$ cat config.mk
export PLATFORM = sky130hd
export DESIGN_NAME = two_bit_io_port
export DESIGN_NICKNAME = d
export VERILOG_FILES = /design/src/io_port_pkg.sv /design/src/pin_sync.sv /design/src/two_bit_io_port.sv
export SDC_FILE = /design/constraint.sdc
export NUM_CORES = 1
export LEC_CHECK = 0
export CORE_MARGIN = 2
export CORE_UTILIZATION = 55
export CTS_CLUSTER_DIAMETER = 30
export DETAILED_ROUTE_END_ITERATION = 10
export DONT_BUFFER_PORTS = 1
export PLACE_DENSITY_LB_ADDON = 0.25
export SETUP_SLACK_MARGIN = 0.3
export SYNTH_ARGS = -nofsm -noshare
export SYNTH_HDL_FRONTEND = slang
export SYNTH_SLANG_ARGS = --single-unit
$ cat constraint.sdc
create_clock -name pclk -period 1.05 [get_ports pclk]
set_input_delay 0.1575 -clock pclk [delete_from_list [all_inputs] [get_ports pclk]]
set_output_delay 0.1575 -clock pclk [all_outputs]
set_load 0.005 [all_outputs]
$ cat src/io_port_pkg.sv
// Operation
// - Two bidirectional pins, indexed 1 and 0, each with direction and data bit
// - Direction one drives pin from data bit; zero makes it input, driver off
// - Direction register is write-only; every read returns all ones
// - Bits 7 to 2 of both registers read as one and ignore writes
// - Direction register resets to FC, both pins inputs
// - Data register resets to FC, both data bits zero
// - Data register holds output values, software writes and reads both bits
// - Output pins read back the stored data bit, not the pin level
// - Input pins read back the sampled pin level
// - Reset high impedance; sleep holds; standby, watch, subactive float; active normal
package io_port_pkg;
    localparam int          PIN_COUNT      = 2;
    localparam int          REG_WIDTH      = 8;
    localparam logic [15:0] DATA_OFFSET    = 16'hFFDA;
    localparam logic [15:0] DIR_OFFSET     = 16'hFFEA;
    localparam logic [15:0] MODE_OFFSET    = 16'hFFF0;
    localparam logic [7:0]  DATA_RESET     = 8'hFC;
    localparam logic [7:0]  DIR_RESET      = 8'hFC;
    localparam logic [7:0]  RESERVED_ONES  = 8'hFC;
    localparam logic [7:0]  ALL_ONES       = 8'hFF;

    typedef enum logic [2:0] {
        MODE_ACTIVE    = 3'h0,
        MODE_SLEEP     = 3'h1,
        MODE_STANDBY   = 3'h3,
        MODE_WATCH     = 3'h2,
        MODE_SUBACTIVE = 3'h6
    } power_mode_t;
endpackage

$ cat src/pin_sync.sv
`timescale 1ns/10ps
module pin_sync #(
    parameter int WIDTH = 2
) (
    input  wire logic             pclk,
    input  wire logic             presetn,
    input  wire logic [WIDTH-1:0] async_in,
    output logic      [WIDTH-1:0] sync_out
);
    logic [WIDTH-1:0] stage_q;

    // Two-stage synchroniser
    always_ff @(posedge pclk or negedge presetn) begin
        if (!presetn) begin
            stage_q  <= '0;
            sync_out <= '0;
        end else begin
            stage_q  <= async_in;
            sync_out <= stage_q;
        end
    end
endmodule

$ cat src/two_bit_io_port.sv
`timescale 1ns/10ps
module two_bit_io_port #(
    parameter int PINS = io_port_pkg::PIN_COUNT
) (
    input  wire logic            pclk,
    input  wire logic            presetn,
    input  wire logic            psel,
    input  wire logic            penable,
    input  wire logic            pwrite,
    input  wire logic [15:0]     paddr,
    input  wire logic [31:0]     pwdata,
    output logic      [31:0]     prdata,
    output logic                 pready,
    output logic                 pslverr,
    input  wire logic [PINS-1:0] port_pin_in,
    output logic      [PINS-1:0] port_pin_out,
    output logic      [PINS-1:0] port_pin_oe_n
);
    logic [PINS-1:0]   dir_q;
    logic [PINS-1:0]   data_q;
    logic [2:0]        mode_q;
    logic [PINS-1:0]   pin_sync;
    logic [PINS-1:0]   held_out_q;
    logic [PINS-1:0]   held_oe_n_q;
    logic              access;
    logic              wr_en;
    logic              hit_data;
    logic              hit_dir;
    logic              hit_mode;
    logic [7:0]        data_view;
    logic [31:0]       rdata_d;

    function automatic logic [7:0] with_reserved(input logic [PINS-1:0] v);
        with_reserved = io_port_pkg::RESERVED_ONES | {{(8-PINS){1'b0}}, v};
    endfunction

    assign access   = psel && penable;
    assign wr_en    = access && pwrite;
    assign pready   = 1'b1;
    assign pslverr  = 1'b0;

    always_comb begin
        hit_data = 1'b0;
        hit_dir  = 1'b0;
        hit_mode = 1'b0;
        if (paddr == io_port_pkg::DATA_OFFSET) begin
            hit_data = 1'b1;
        end else if (paddr == io_port_pkg::DIR_OFFSET) begin
            hit_dir = 1'b1;
        end else if (paddr == io_port_pkg::MODE_OFFSET) begin
            hit_mode = 1'b1;
        end
    end

    pin_sync #(
        .WIDTH (PINS)
    ) u_sync (
        .pclk     (pclk),
        .presetn  (presetn),
        .async_in (port_pin_in),
        .sync_out (pin_sync)
    );

    // Direction register
    always_ff @(posedge pclk or negedge presetn) begin
        if (!presetn) begin
            dir_q <= io_port_pkg::DIR_RESET[PINS-1:0];
        end else if (wr_en && hit_dir) begin
            dir_q <= pwdata[PINS-1:0];
        end
    end

    // Data register
    always_ff @(posedge pclk or negedge presetn) begin
        if (!presetn) begin
            data_q <= io_port_pkg::DATA_RESET[PINS-1:0];
        end else if (wr_en && hit_data) begin
            data_q <= pwdata[PINS-1:0];
        end
    end

    // Power mode register
    always_ff @(posedge pclk or negedge presetn) begin
        if (!presetn) begin
            mode_q <= io_port_pkg::MODE_ACTIVE;
        end else if (wr_en && hit_mode) begin
            mode_q <= pwdata[2:0];
        end
    end

    // Per-pin readback selects latched data or pin level
    always_comb begin
        data_view = with_reserved((dir_q & data_q) | (~dir_q & pin_sync));
    end

    always_comb begin
        rdata_d = 32'h0000_0000;
        if (hit_data) begin
            rdata_d = {24'h00_0000, data_view};
        end else if (hit_dir) begin
            rdata_d = {24'h00_0000, io_port_pkg::ALL_ONES};
        end else if (hit_mode) begin
            rdata_d = {29'h0000_0000, mode_q};
        end
    end

    always_ff @(posedge pclk or negedge presetn) begin
        if (!presetn) begin
            prdata <= 32'h0000_0000;
        end else if (psel && !penable && !pwrite) begin
            prdata <= rdata_d;
        end
    end

    // Pin drive per mode; sleep holds what was driven
    always_ff @(posedge pclk or negedge presetn) begin
        if (!presetn) begin
            held_out_q  <= '0;
            held_oe_n_q <= '1;
        end else begin
            case (mode_q)
                io_port_pkg::MODE_ACTIVE: begin
                    held_out_q  <= data_q;
                    held_oe_n_q <= ~dir_q;
                end
                io_port_pkg::MODE_SLEEP: begin
                    held_out_q  <= held_out_q;
                    held_oe_n_q <= held_oe_n_q;
                end
                default: begin
                    held_out_q  <= '0;
                    held_oe_n_q <= '1;
                end
            endcase
        end
    end

    assign port_pin_out  = held_out_q;
    assign port_pin_oe_n = held_oe_n_q;

    property p_dir_reads_ones;
        @(posedge pclk) disable iff (!presetn)
        (psel && !penable && !pwrite && hit_dir) |=> (prdata == 32'h0000_00FF);
    endproperty
    a_dir_reads_ones: assert property (p_dir_reads_ones) else $error("dir read not ones");

    property p_reserved_ones;
        @(posedge pclk) disable iff (!presetn)
        (psel && !penable && !pwrite && hit_data) |=> (prdata[7:2] == 6'h3F);
    endproperty
    a_reserved_ones: assert property (p_reserved_ones) else $error("reserved not one");

    property p_out_reads_data;
        @(posedge pclk) disable iff (!presetn)
        (psel && !penable && !pwrite && hit_data && dir_q[0])
            |=> (prdata[0] == $past(data_q[0]));
    endproperty
    a_out_reads_data: assert property (p_out_reads_data) else $error("out read wrong");

    property p_in_reads_pin;
        @(posedge pclk) disable iff (!presetn)
        (psel && !penable && !pwrite && hit_data && !dir_q[1])
            |=> (prdata[1] == $past(pin_sync[1]));
    endproperty
    a_in_reads_pin: assert property (p_in_reads_pin) else $error("in read wrong");

    property p_dir_write;
        @(posedge pclk) disable iff (!presetn)
        (wr_en && hit_dir) |=> (dir_q == $past(pwdata[PINS-1:0]));
    endproperty
    a_dir_write: assert property (p_dir_write) else $error("dir write lost");

    property p_data_write;
        @(posedge pclk) disable iff (!presetn)
        (wr_en && hit_data) |=> (data_q == $past(pwdata[PINS-1:0]));
    endproperty
    a_data_write: assert property (p_data_write) else $error("data write lost");

    property p_active_drive;
        @(posedge pclk) disable iff (!presetn)
        (mode_q == io_port_pkg::MODE_ACTIVE && $stable(mode_q))
            |=> (port_pin_oe_n == ~$past(dir_q) && port_pin_out == $past(data_q));
    endproperty
    a_active_drive: assert property (p_active_drive) else $error("active drive wrong");

    property p_standby_float;
        @(posedge pclk) disable iff (!presetn)
        (mode_q == io_port_pkg::MODE_STANDBY) |=> (port_pin_oe_n == '1);
    endproperty
    a_standby_float: assert property (p_standby_float) else $error("standby drives");

    property p_sleep_hold;
        @(posedge pclk) disable iff (!presetn)
        (mode_q == io_port_pkg::MODE_SLEEP && $past(mode_q) == io_port_pkg::MODE_SLEEP)
            |=> $stable(port_pin_oe_n);
    endproperty
    a_sleep_hold: assert property (p_sleep_hold) else $error("sleep not held");

    property p_sync_delay;
        @(posedge pclk) disable iff (!presetn)
        1'b1 |-> ##2 (pin_sync == $past(port_pin_in, 2));
    endproperty
    a_sync_delay: assert property (p_sync_delay) else $error("sync delay wrong");
endmodule

==> After elaboration in Yosys (flattened, before gate mapping) <==
Index checks and enable logic that the tools add are counted.
{ "totals": {"in_bits": 55, "rom_bits": 0, "latch_bits": 0, "n_memories": 0, "elab_cells": 37, "ramBits": 0, "reg_bits": 47, "out_inout_bits": 38} }
{ "classes": {"div": 0, "n_mul": 0, "add_sub_neg": 0, "n_lt_le_gt_ge": 0, "muxes": 11, "eq_ne": 4, "shift": 0, "n_reduce_logical": 10, "bitwise": 4} }
{ "op_table": {"columns": ["op", "count"], "rows": [
  ["16-bit == test (second input constant)", 3],
  ["8-bit 2-to-1 mux", 2],
  ["2-bit one-hot mux with 2 select lines", 2],
  ["1-bit logical AND", 7],
  ["1-bit 2-to-1 mux", 6],
  ["2-bit bitwise AND", 2],
  ["3-bit by 1-bit == test with 1-bit output (second input constant)", 1],
  ["3-bit logical NOT", 1],
  ["3-bit 2-to-1 mux", 1],
  ["1-bit logical NOT", 2],
  ["2-bit inverter", 1],
  ["2-bit OR", 1]
]} }

==> Longest topological paths before layout <==
Gate-level depths: netlist (run 1).
{ "depth": {"depth_word": 7, "ltp_mapped": 4} }

==> Hierarchy <==
From an unflattened synthesis (run 1), not the netlist that was laid out.
{ "hier_totals": {"cells_unflattened": 102, "area_unflattened_um2": 1064.8} }
{ "modules_own_cells": {"columns": ["module", "seq_area_each_um2", "instances", "cells_each", "area_each_um2"], "rows": [
  ["two_bit_io_port", 377.9, 1, 98, 964.7],
  ["pin_sync", 100.1, 1, 4, 100.1]
]} }

==> Worst setup path before layout (run 1) <==
Ideal clock, no wire load.
{ "synth_path": {"path_kind": "input -> register", "startpoint": "input port pwrite", "endpoint": "register prdata[2]", "setup_slack_ps": -236, "path_stages": 3, "t_arrival_ps": 1194, "setup_ps": 92, "required_ps": 958, "cell_sequence": "or3b_4 or4_4 o31ai_2"} }
{ "synth_via": {"elab_chain_cells": 2} }
{ "synth_lines": {"columns": ["item", "line_no", "rtl"], "rows": [
  ["from (decl)", "two_bit_io_port.sv:9", "input wire logic pwrite,"],
  ["1-bit logical NOT", "two_bit_io_port.sv:110", "end else if (psel && !penable && !pwrite) begin"],
  ["1-bit logical AND", "two_bit_io_port.sv:110", null],
  ["to (signal assigned)", "two_bit_io_port.sv:111", "prdata <= rdata_d;"],
  ["to (decl)", "two_bit_io_port.sv:12", "output logic [31:0] prdata,"]
]} }
No other way between the ends.
A chain may end at the register's enable or synchronous reset.

==> Worst setup path in the final report (run 1) <==
{ "layout_path": {"startpoint": "input port paddr[7]", "endpoint": "register prdata[2]"} }
{ "layout_via": {"elab_chain_cells": 7} }
{ "layout_lines": {"columns": ["item", "line_no", "rtl"], "rows": [
  ["from (decl)", "two_bit_io_port.sv:10", "input wire logic [15:0] paddr,"],
  ["16-bit == test", "two_bit_io_port.sv:50", "end else if (paddr == io_port_pkg::MODE_OFFSET) begin"],
  ["1-bit 2-to-1 mux", "two_bit_io_port.sv:50", null],
  ["1-bit 2-to-1 mux", "two_bit_io_port.sv:48", "end else if (paddr == io_port_pkg::DIR_OFFSET) begin"],
  ["1-bit 2-to-1 mux", "two_bit_io_port.sv:46", "if (paddr == io_port_pkg::DATA_OFFSET) begin"],
  ["3-bit 2-to-1 mux", "two_bit_io_port.sv:102", "end else if (hit_mode) begin"],
  ["8-bit 2-to-1 mux", "two_bit_io_port.sv:100", "end else if (hit_dir) begin"],
  ["8-bit 2-to-1 mux (*)", "two_bit_io_port.sv:98", "if (hit_data) begin"]
]} }
Every way passes the cells marked *; elsewhere a longest branch is shown, timed or not.

==> results of run 1 <==
==> repair_timing <==
action / 4_1_cts / 5_1_grt
setup endpoints to repair: 27 / 46
pin swaps: 4 / 2
buffers inserted: 1 / 2
hold endpoints to repair: 27 / 6
resized for setup: 7 / 17
==> power groups by stage <==
| stage | combinational, W | sequential [W] | clock [W] |
|---|---|---|---|
| final | 0.000110 | 0.000741 | 0.000371 |
| after global routing | 0.000125 | 0.000742 | 0.000406 |
| after CTS | 0.000101 | 0.000742 | 0.000380 |
| after detailed placement | 0.0000740 | 0.000756 | 0 |
| after global placement | 0.0000729 | 0.000755 | 0 |
| after floorplan | 0.000127 | 0.000755 | 0 |
==> final timing paths <==
check,startpoint,endpoint,cells past startpoint
max reg2reg,data_q[1],prdata[1],4
max in group asynchronous,presetn,mode_q[2],1
min in group pclk,pwdata[0],dir_q[0],1
min reg2reg,u_sync.stage_q[0],u_sync.sync_out[0],0
min,presetn,u_sync.sync_out[0],1
max,paddr[7],prdata[2],4
==> cells by family (layout without fill, tap and decap cells) <==
logic type / count (synthesis) / in the layout / share of synthesized area
buffers and inverters: 31 / 19 / 0.211
other: 2 / 26 / 0.00691
multiplexers: 11 / 11 / 0.109
AND/OR/NAND/NOR: 30 / 30 / 0.163
flip-flops: 19 / 19 / 0.440
AO/OA/AOI/OAI: 11 / 11 / 0.0702
==> flip-flops by register name, summed over array words and instances (netlist names) <==
register / flops
data_q: 2
dir_q: 2
mode_q: 3
port_pin_oe_n: 2
port_pin_out: 2
prdata: 4
u_sync.stage_q: 2
u_sync.sync_out: 2
==> layout make-up <==
| class | count | area [sq um] | area share |
|---|---|---|---|
| multi-input cells | 78 | 552 | 0.450 |
| well taps | 27 | 33.8 | 0.0276 |
| clock buffers | 3 | 22.5 | 0.0184 |
| clock inverters | 1 | 7.51 | 0.00613 |
| repair buffers | 15 | 129 | 0.105 |
| flip-flops and latches | 19 | 480 | 0.392 |
==> per-layer routing <==
layer | global-route usage | share of wire
met1 | 0.184 | 0.37
met2 | 0.259 | 0.55
met3 | 0.0741 | 0.067
met4 | 0.0429 | 0.0070
met5 | 0 | 0
==> cells in the final DEF, fill, tap and decap left out <==
| cell | count |
|---|---|
| dfrtp_1 | 15 |
| nor4_4 | 3 |
| o21ai_1 | 4 |
| dfstp_2 | 2 |
| nand2_1 | 11 |
| nand4b_1 | 2 |
| mux2_4 | 6 |
| a32oi_1 | 1 |
| o21ai_2 | 1 |
| nand2b_1 | 2 |
| clkbuf_4 | 3 |
| dlygate4sd3_1 | 3 |
| a22oi_1 | 2 |
| nand4_1 | 2 |
| nor3_1 | 3 |
| buf_4 | 10 |
| or4_4 | 1 |
| o211ai_1 | 2 |
| dfrtp_2 | 2 |
| buf_6 | 1 |
| o31ai_2 | 1 |
| or3b_4 | 1 |
| nand2_2 | 1 |
| nor2_4 | 2 |
| nand3_2 | 1 |
| clkinvlp_4 | 1 |
| or2_4 | 1 |
| conb_1 | 26 |
| mux2i_1 | 4 |
| mux2_2 | 1 |
| dlymetal6s4s_1 | 1 |
==> metrics by stage <==
stage / cells / total power, W / area (sq um) / setup slack (ps) / hold slack [ps]
final: 143 / 0.00122 / 1220 / 3.02 / -4.89
after detailed placement: 132 / 0.000830 / 1050 / -254 / -138
after global routing: 143 / 0.00127 / 1220 / -56.2 / -20.6
after floorplan: 128 / 0.000882 / 1200 / -236 / -138
after global placement: 132 / 0.000828 / 1050 / -230 / -138
after CTS: 141 / 0.00122 / 1150 / 30.9 / -14.5
==> results, run 1 <==
- The required time reported for the critical path endpoint is 1260 ps.
- Measured against its own limit, the worst slew margin works out to 0.464.
- During I/O placement, the number of pins put on the boundary was 93.
- The filler cell count is 167.
- The synthesized area per cell is 10.5 sq um.
- The cell count after synthesis came out at 104.
- Relative to the synthesized area, the layout overhead comes to 12.7%.
- The final worst clock skew is 8.34 ps.
- Dividing the detail-routed via count by the number of cells gives 4.94.
- The commonest cells after synthesis are buf_4 (30), dfrtp_1 (17), nand2_1 (12).
- Counting flops with an async set or reset pin after synthesis yields a share of 1.00.
- The initial core utilization is 0.566.
- The count of buffering cells on the critical path with inverters included is 1.
- For this run, the share of the core covered by cells in the final layout is 0.637.
- The number of levels the H-tree was split into is 1.
- The region available for standard cell placement spans 1920 sq um.
- The largest single stage delay on the critical path is 540 ps.
- Among all stages on the critical path, the largest delay is contributed by or4_4.
- The first-pass GRT wire length is 2790 um.
- Summed over all instances, the cell type with the most area after synthesis is dfrtp_1.
- The longest clock path from root to sink contains 2 buffers.
- In this run the clock root is driven by a clkbuf_4.
- The overall fraction of global-route tracks in use is 0.157.
- The number of different library cells used by synthesis comes to 24.
- The repair_antennas step left the layout with diodes totalling 0.
- The die covers 2350 sq um.
- Based on the critical path, the design can be clocked at up to 955 MHz.
- The kind of start point of the critical path is a primary input.
- The kind of end point of the critical path is a register.
- The yosys synthesis warning count is 0.
- The final reports fail on hold timing.
- In this run the core area contains 16 standard-cell rows.
- Yosys mapped a number of flops with a built-in enable equal to 0.
- The share of total power dissipated in the clock network is 0.303.
- The HPWL after detailed placement is 1360 um.
- The remaining routing DRC violations is 0.
- Power spread over the standard cell area amounts to 998 nW/um^2.
- The share of post-route cells with drive strength above 1 is 0.328.
- In this run the remaining antenna-violating nets after routing total 0.
- The final count of hold timing violations is 8.
- Setup repair after global routing could not meet its margin everywhere.
- The worst hold slack across all endpoints is -4.89 ps.
- The data arrival time at the worst-slack endpoint is 1260 ps.
- The actual transition at the worst max-transition pin is 805 ps.
- The mapped cell area is 1090 sq um.
- The setup TNS is 0 ps.
- The routed via count is 707.
- The portion of synthesized cell area occupied by the leading cell type is 0.391.
- The final net count is 172.
- The final routed wirelength across all metal layers is 1850 um.
- The number of CTS-inserted buffers is 3.
- The total count of max-transition violations in the final report is 0.
- The setup check on the worst reg-to-reg path leaves a slack of 40 ps.
- The internal power contribution is 0.000925 W.
- The via count of the first global-routing pass is 656.
- VDD sags by at most 0.000924 V.
- In the finished design, the share of the clock period the worst path needs comes to 0.997.
- The count of state elements after synthesis is 19.
- The total congestion overflow after global routing is 0.
- At the end of routability-driven placement, the weighted congestion stood at 0.765.
- The number of hold-repair buffers added at the cts stage is 4.
- The path class of the tightest hold or removal check is in2async.
- The kind of critical path is in2reg.
- The smallest clock period supported by the final layout is computed as 1050 ps.
- The height of the chip is 48.5 um.
- The flow ran to the end, but the final reports show violations.
- In this run the worst path has a maximum fanout of 4.
- TritonCTS built the clock tree.
- In the synthesized netlist the dominant register cell turns out to be dfrtp_1.
- At the later pin of the worst-skew pair, clock insertion delay measures 300 ps.
- Among all cell types in the netlist, the one instantiated most often is buf_4.
- Of the total power, the share spent switching nets is 0.243.
- The clock-pin transition on the worst setup and hold timing paths is 110 ps.
- The share of total power dissipated in combinational logic is 0.090.
- After detailed routing, the average wire length per cell comes to 13.0 um.
- The share of the Yosys chip area taken by registers is 0.440.
- The width of the die is 48.5 um.
- In this run the power spent charging and discharging nets is 0.000297 W.
- In the post-synthesis netlist, the biggest area contributors are dfrtp_1 (39%), buf_4 (21%), mux2_2 (7.2%), dfstp_2 (4.8%), nand2_1 (4.1%).
- Traced cell by cell, the critical path runs through nand4_1 > buf_4 > or4_4 > o31ai_2.
- The standby leakage power is 0.574 nW.
- The number of antenna violations at the first check in global routing was 0.
- The first-pass iteration count of the detailed router is 4.
- Setup violations remaining at the end of the flow were counted as 0.
- The count of routing violations after the opening detailed-route iteration is 13.
- The largest delay contributor family on the critical path is simple AND/OR/NAND/NOR gates.
- The proportion of power drawn by flip-flops and latches is 0.607.
- The clock net in this run drives a total of 19 sinks.
- The number of maximum-capacitance violations is 0.
- Entering global routing, the biggest net connects 20 pins.
- The count of port buffers added during placement is 0.
Note: power is estimated with default switching activity, not from simulation.
==> run 2: changes to the inputs <==
CORE_UTILIZATION = 50   (was 55)
==> results, run 2 (synthesis results as in run 1) <==
- Relative to the synthesized area, the layout overhead comes to 6.10%.
- From left edge to right edge, the die measures 50.6 um.
- The total count of max-transition violations in the final report is 0.
- The kind of end point of the critical path is a register.
- For the pin with the worst max-slew slack, the measured transition is 810 ps.
- The count of port buffers added during placement is 0.
- The first global-routing pass estimated 2810 um of wire.
- The library cell used most frequently in the layout, excluding fill and tap cells, is conb_1.
- The share of the core filled with cells is 0.576.
- The finished layout holds 139 standard cells, fillers aside.
- Registers take 483 sq um.
- Before antenna repair, the detailed router went through 4 iterations.
- The worst pin sits at a relative slew slack of 0.459.
- The count of nets left with antenna violations once routing finished came out at 0.
- The run finished, with violations left.
- The cell area after layout is 1150 sq um.
- The clock tree from TritonCTS is built.
- The multi-input combinational cells in the finished layout cover a total of 517 sq um.
- The worst setup path is of the in2reg kind.
- The count of antenna diodes in the layout is 0.
- Dividing the final minimum period by the clock period gives 0.961.
- TritonCTS created 3 clock buffers.
- The routability-driven placement congestion ratio is 0.751.
- Entering global routing, the biggest net connects 20 pins.
- The clock latency of the later-clocked register in the worst-skew pair is 290 ps.
- The number of clock sinks is 19.
- After legalization and detailed placement, the total HPWL measured 1390 um.
- Between clock sinks in the finished design, the worst skew comes to 6.21 ps.
- The maximum fanout encountered on the critical timing path is 4.
- The area of the core is 2000 sq um.
- VDD sags by at most 0.00106 V.
- The total congestion overflow after global routing is 0.
- In the layout the commonest cells are conb_1 (26), dfrtp_1 (13), nand2_1 (11).
- The tool flagged a number of max-cap violations equal to 0.
- The count of routing violations after the opening detailed-route iteration is 5.
- The number of hold-repair buffers added at the cts stage is 3.
- The required time reported for the critical path endpoint is 1260 ps.
- After detailed routing, the total wire length is 1830 um.
- The post-place instance area is 1040 sq um.
- The standby leakage power is 0.525 nW.
- In the final layout, the registers with the most flip-flops are prdata (4), mode_q (3).
- In the routed layout, each cell is associated on average with a via count of 4.96.
- The remaining routing DRC violations is 0.
- The register with the most flip-flops in the layout has 4 of them.
- Dividing total power by cell area gives a power density of 1030 nW/um^2.
- The average wire per cell in the routed design is 13.2 um.
- The final number of setup-violating endpoints is 0.
- STA puts the critical path data arrival time at 1220 ps.
- The final net count is 168.
- The share of post-route cells with drive strength above 1 is 0.321.
- The floorplan step defined a die boundary enclosing 2560 sq um.
- The largest register by flop count is prdata.
- The filler cell count is 187.
- The final reports fail on hold timing.
- Across every metal layer, demand over resource in global routing totals 0.146.
- The tree is rooted in a clkbuf_4.
- The floorplan row count is 16.
- The clock-pin transition on the worst setup and hold timing paths is 100 ps.
- The worst setup path is launched from a primary input.
- The initial utilization of the core area, before any placement, comes to 0.543.
- The via count of the first global-routing pass is 660.
- The number of levels the H-tree was split into is 1.
- The number of antenna violations at the first check in global routing was 0.
- The worst hold slack across all endpoints is -66.3 ps.
- The floorplan step set the die height to 50.6 um.
- Summing over every cut layer, the via total after detailed routing is 690.
- For this run, the top clock speed supported by timing is 991 MHz.
- The clock passes through at most 2 buffers.
- The number of placed instances, taps included, is 131.
- The setup TNS is 0 ps.
- The final count of hold timing violations is 17.
- In this run the count of I/O pins placed on the die edge is 93.
- The path type of the worst min-delay path is in2async.
- The minimum clock period is 1010 ps.
- Setup repair after global routing could not meet its margin everywhere.
-- run 2: cell count changes in the layout (fill, tap and decap cells not counted), sizes merged --
cell          change
buf               -3
clkinv            +1
dlymetal6s2s      +1
dlymetal6s4s      -1
clkinvlp          -1
dlygate4sd3       -1
-- run 2: power breakdown --
part,internal [W],switching [W],leakage [nW]
registers,0.000739,0.00000247,0.243
logic,0.0000340,0.0000627,0.265
clock network,0.000142,0.000211,0.0177
-- run 2: cell type report --
cell class / instances / area share
multi-input cells: 78 / 0.448
flip-flops and latches: 19 / 0.419
repair buffers: 11 / 0.0803
well taps: 27 / 0.0293
clock buffers: 3 / 0.0195
clock inverters: 1 / 0.00434
-- run 2: worst paths after layout --
path | cells after the start | endpoint | slack (ps) | from
max | 4 | prdata[2] | 40 | paddr[7]
min | 1 | dir_q[1] | -70 | presetn
max reg2reg | 4 | prdata[1] | 70 | dir_q[1]
min reg2reg | 0 | u_sync.sync_out[0] | 360 | u_sync.stage_q[0]
max in group asynchronous | 1 | mode_q[0] | 560 | presetn
min in group pclk | 1 | mode_q[2] | 0 | pwdata[2]
-- run 2: through the flow --
step | power [W] | hold slack (ps) | worst slack, ps
3_3_place_gp | 0.000824 | -138 | -259
2_1_floorplan | 0.000882 | -138 | -236
4_1_cts | 0.00121 | -2.76 | 30.8
5_1_grt | 0.00126 | -11.3 | -47.3
3_5_place_dp | 0.000826 | -138 | -246
6_report | 0.00119 | -66.3 | 40.8
-- run 2: worst max-delay path, stage by stage --
cell and delay, ps:
nand4_1 140, buf_4 170, or4_4 540, o31ai_2 220
-- run 2: layer usage --
metal | vias up | wire length (um) | share of wire | GRT usage
met5 | - | 0 | 0 | 0
met4 | 0 | 6 | 0.0033 | 0.0135
met3 | 2 | 169 | 0.092 | 0.0625
met2 | 33 | 937 | 0.51 | 0.254
met1 | 334 | 720 | 0.39 | 0.173
li1 | 321 | - | - | -
-- run 2: timing repair --
item / CTS / global route
hold endpoints to repair: 24 / 6
setup endpoints to repair: 27 / 46
setup buffers: 1 / 0
pin swaps: 2 / 1
resized for setup: 10 / 10
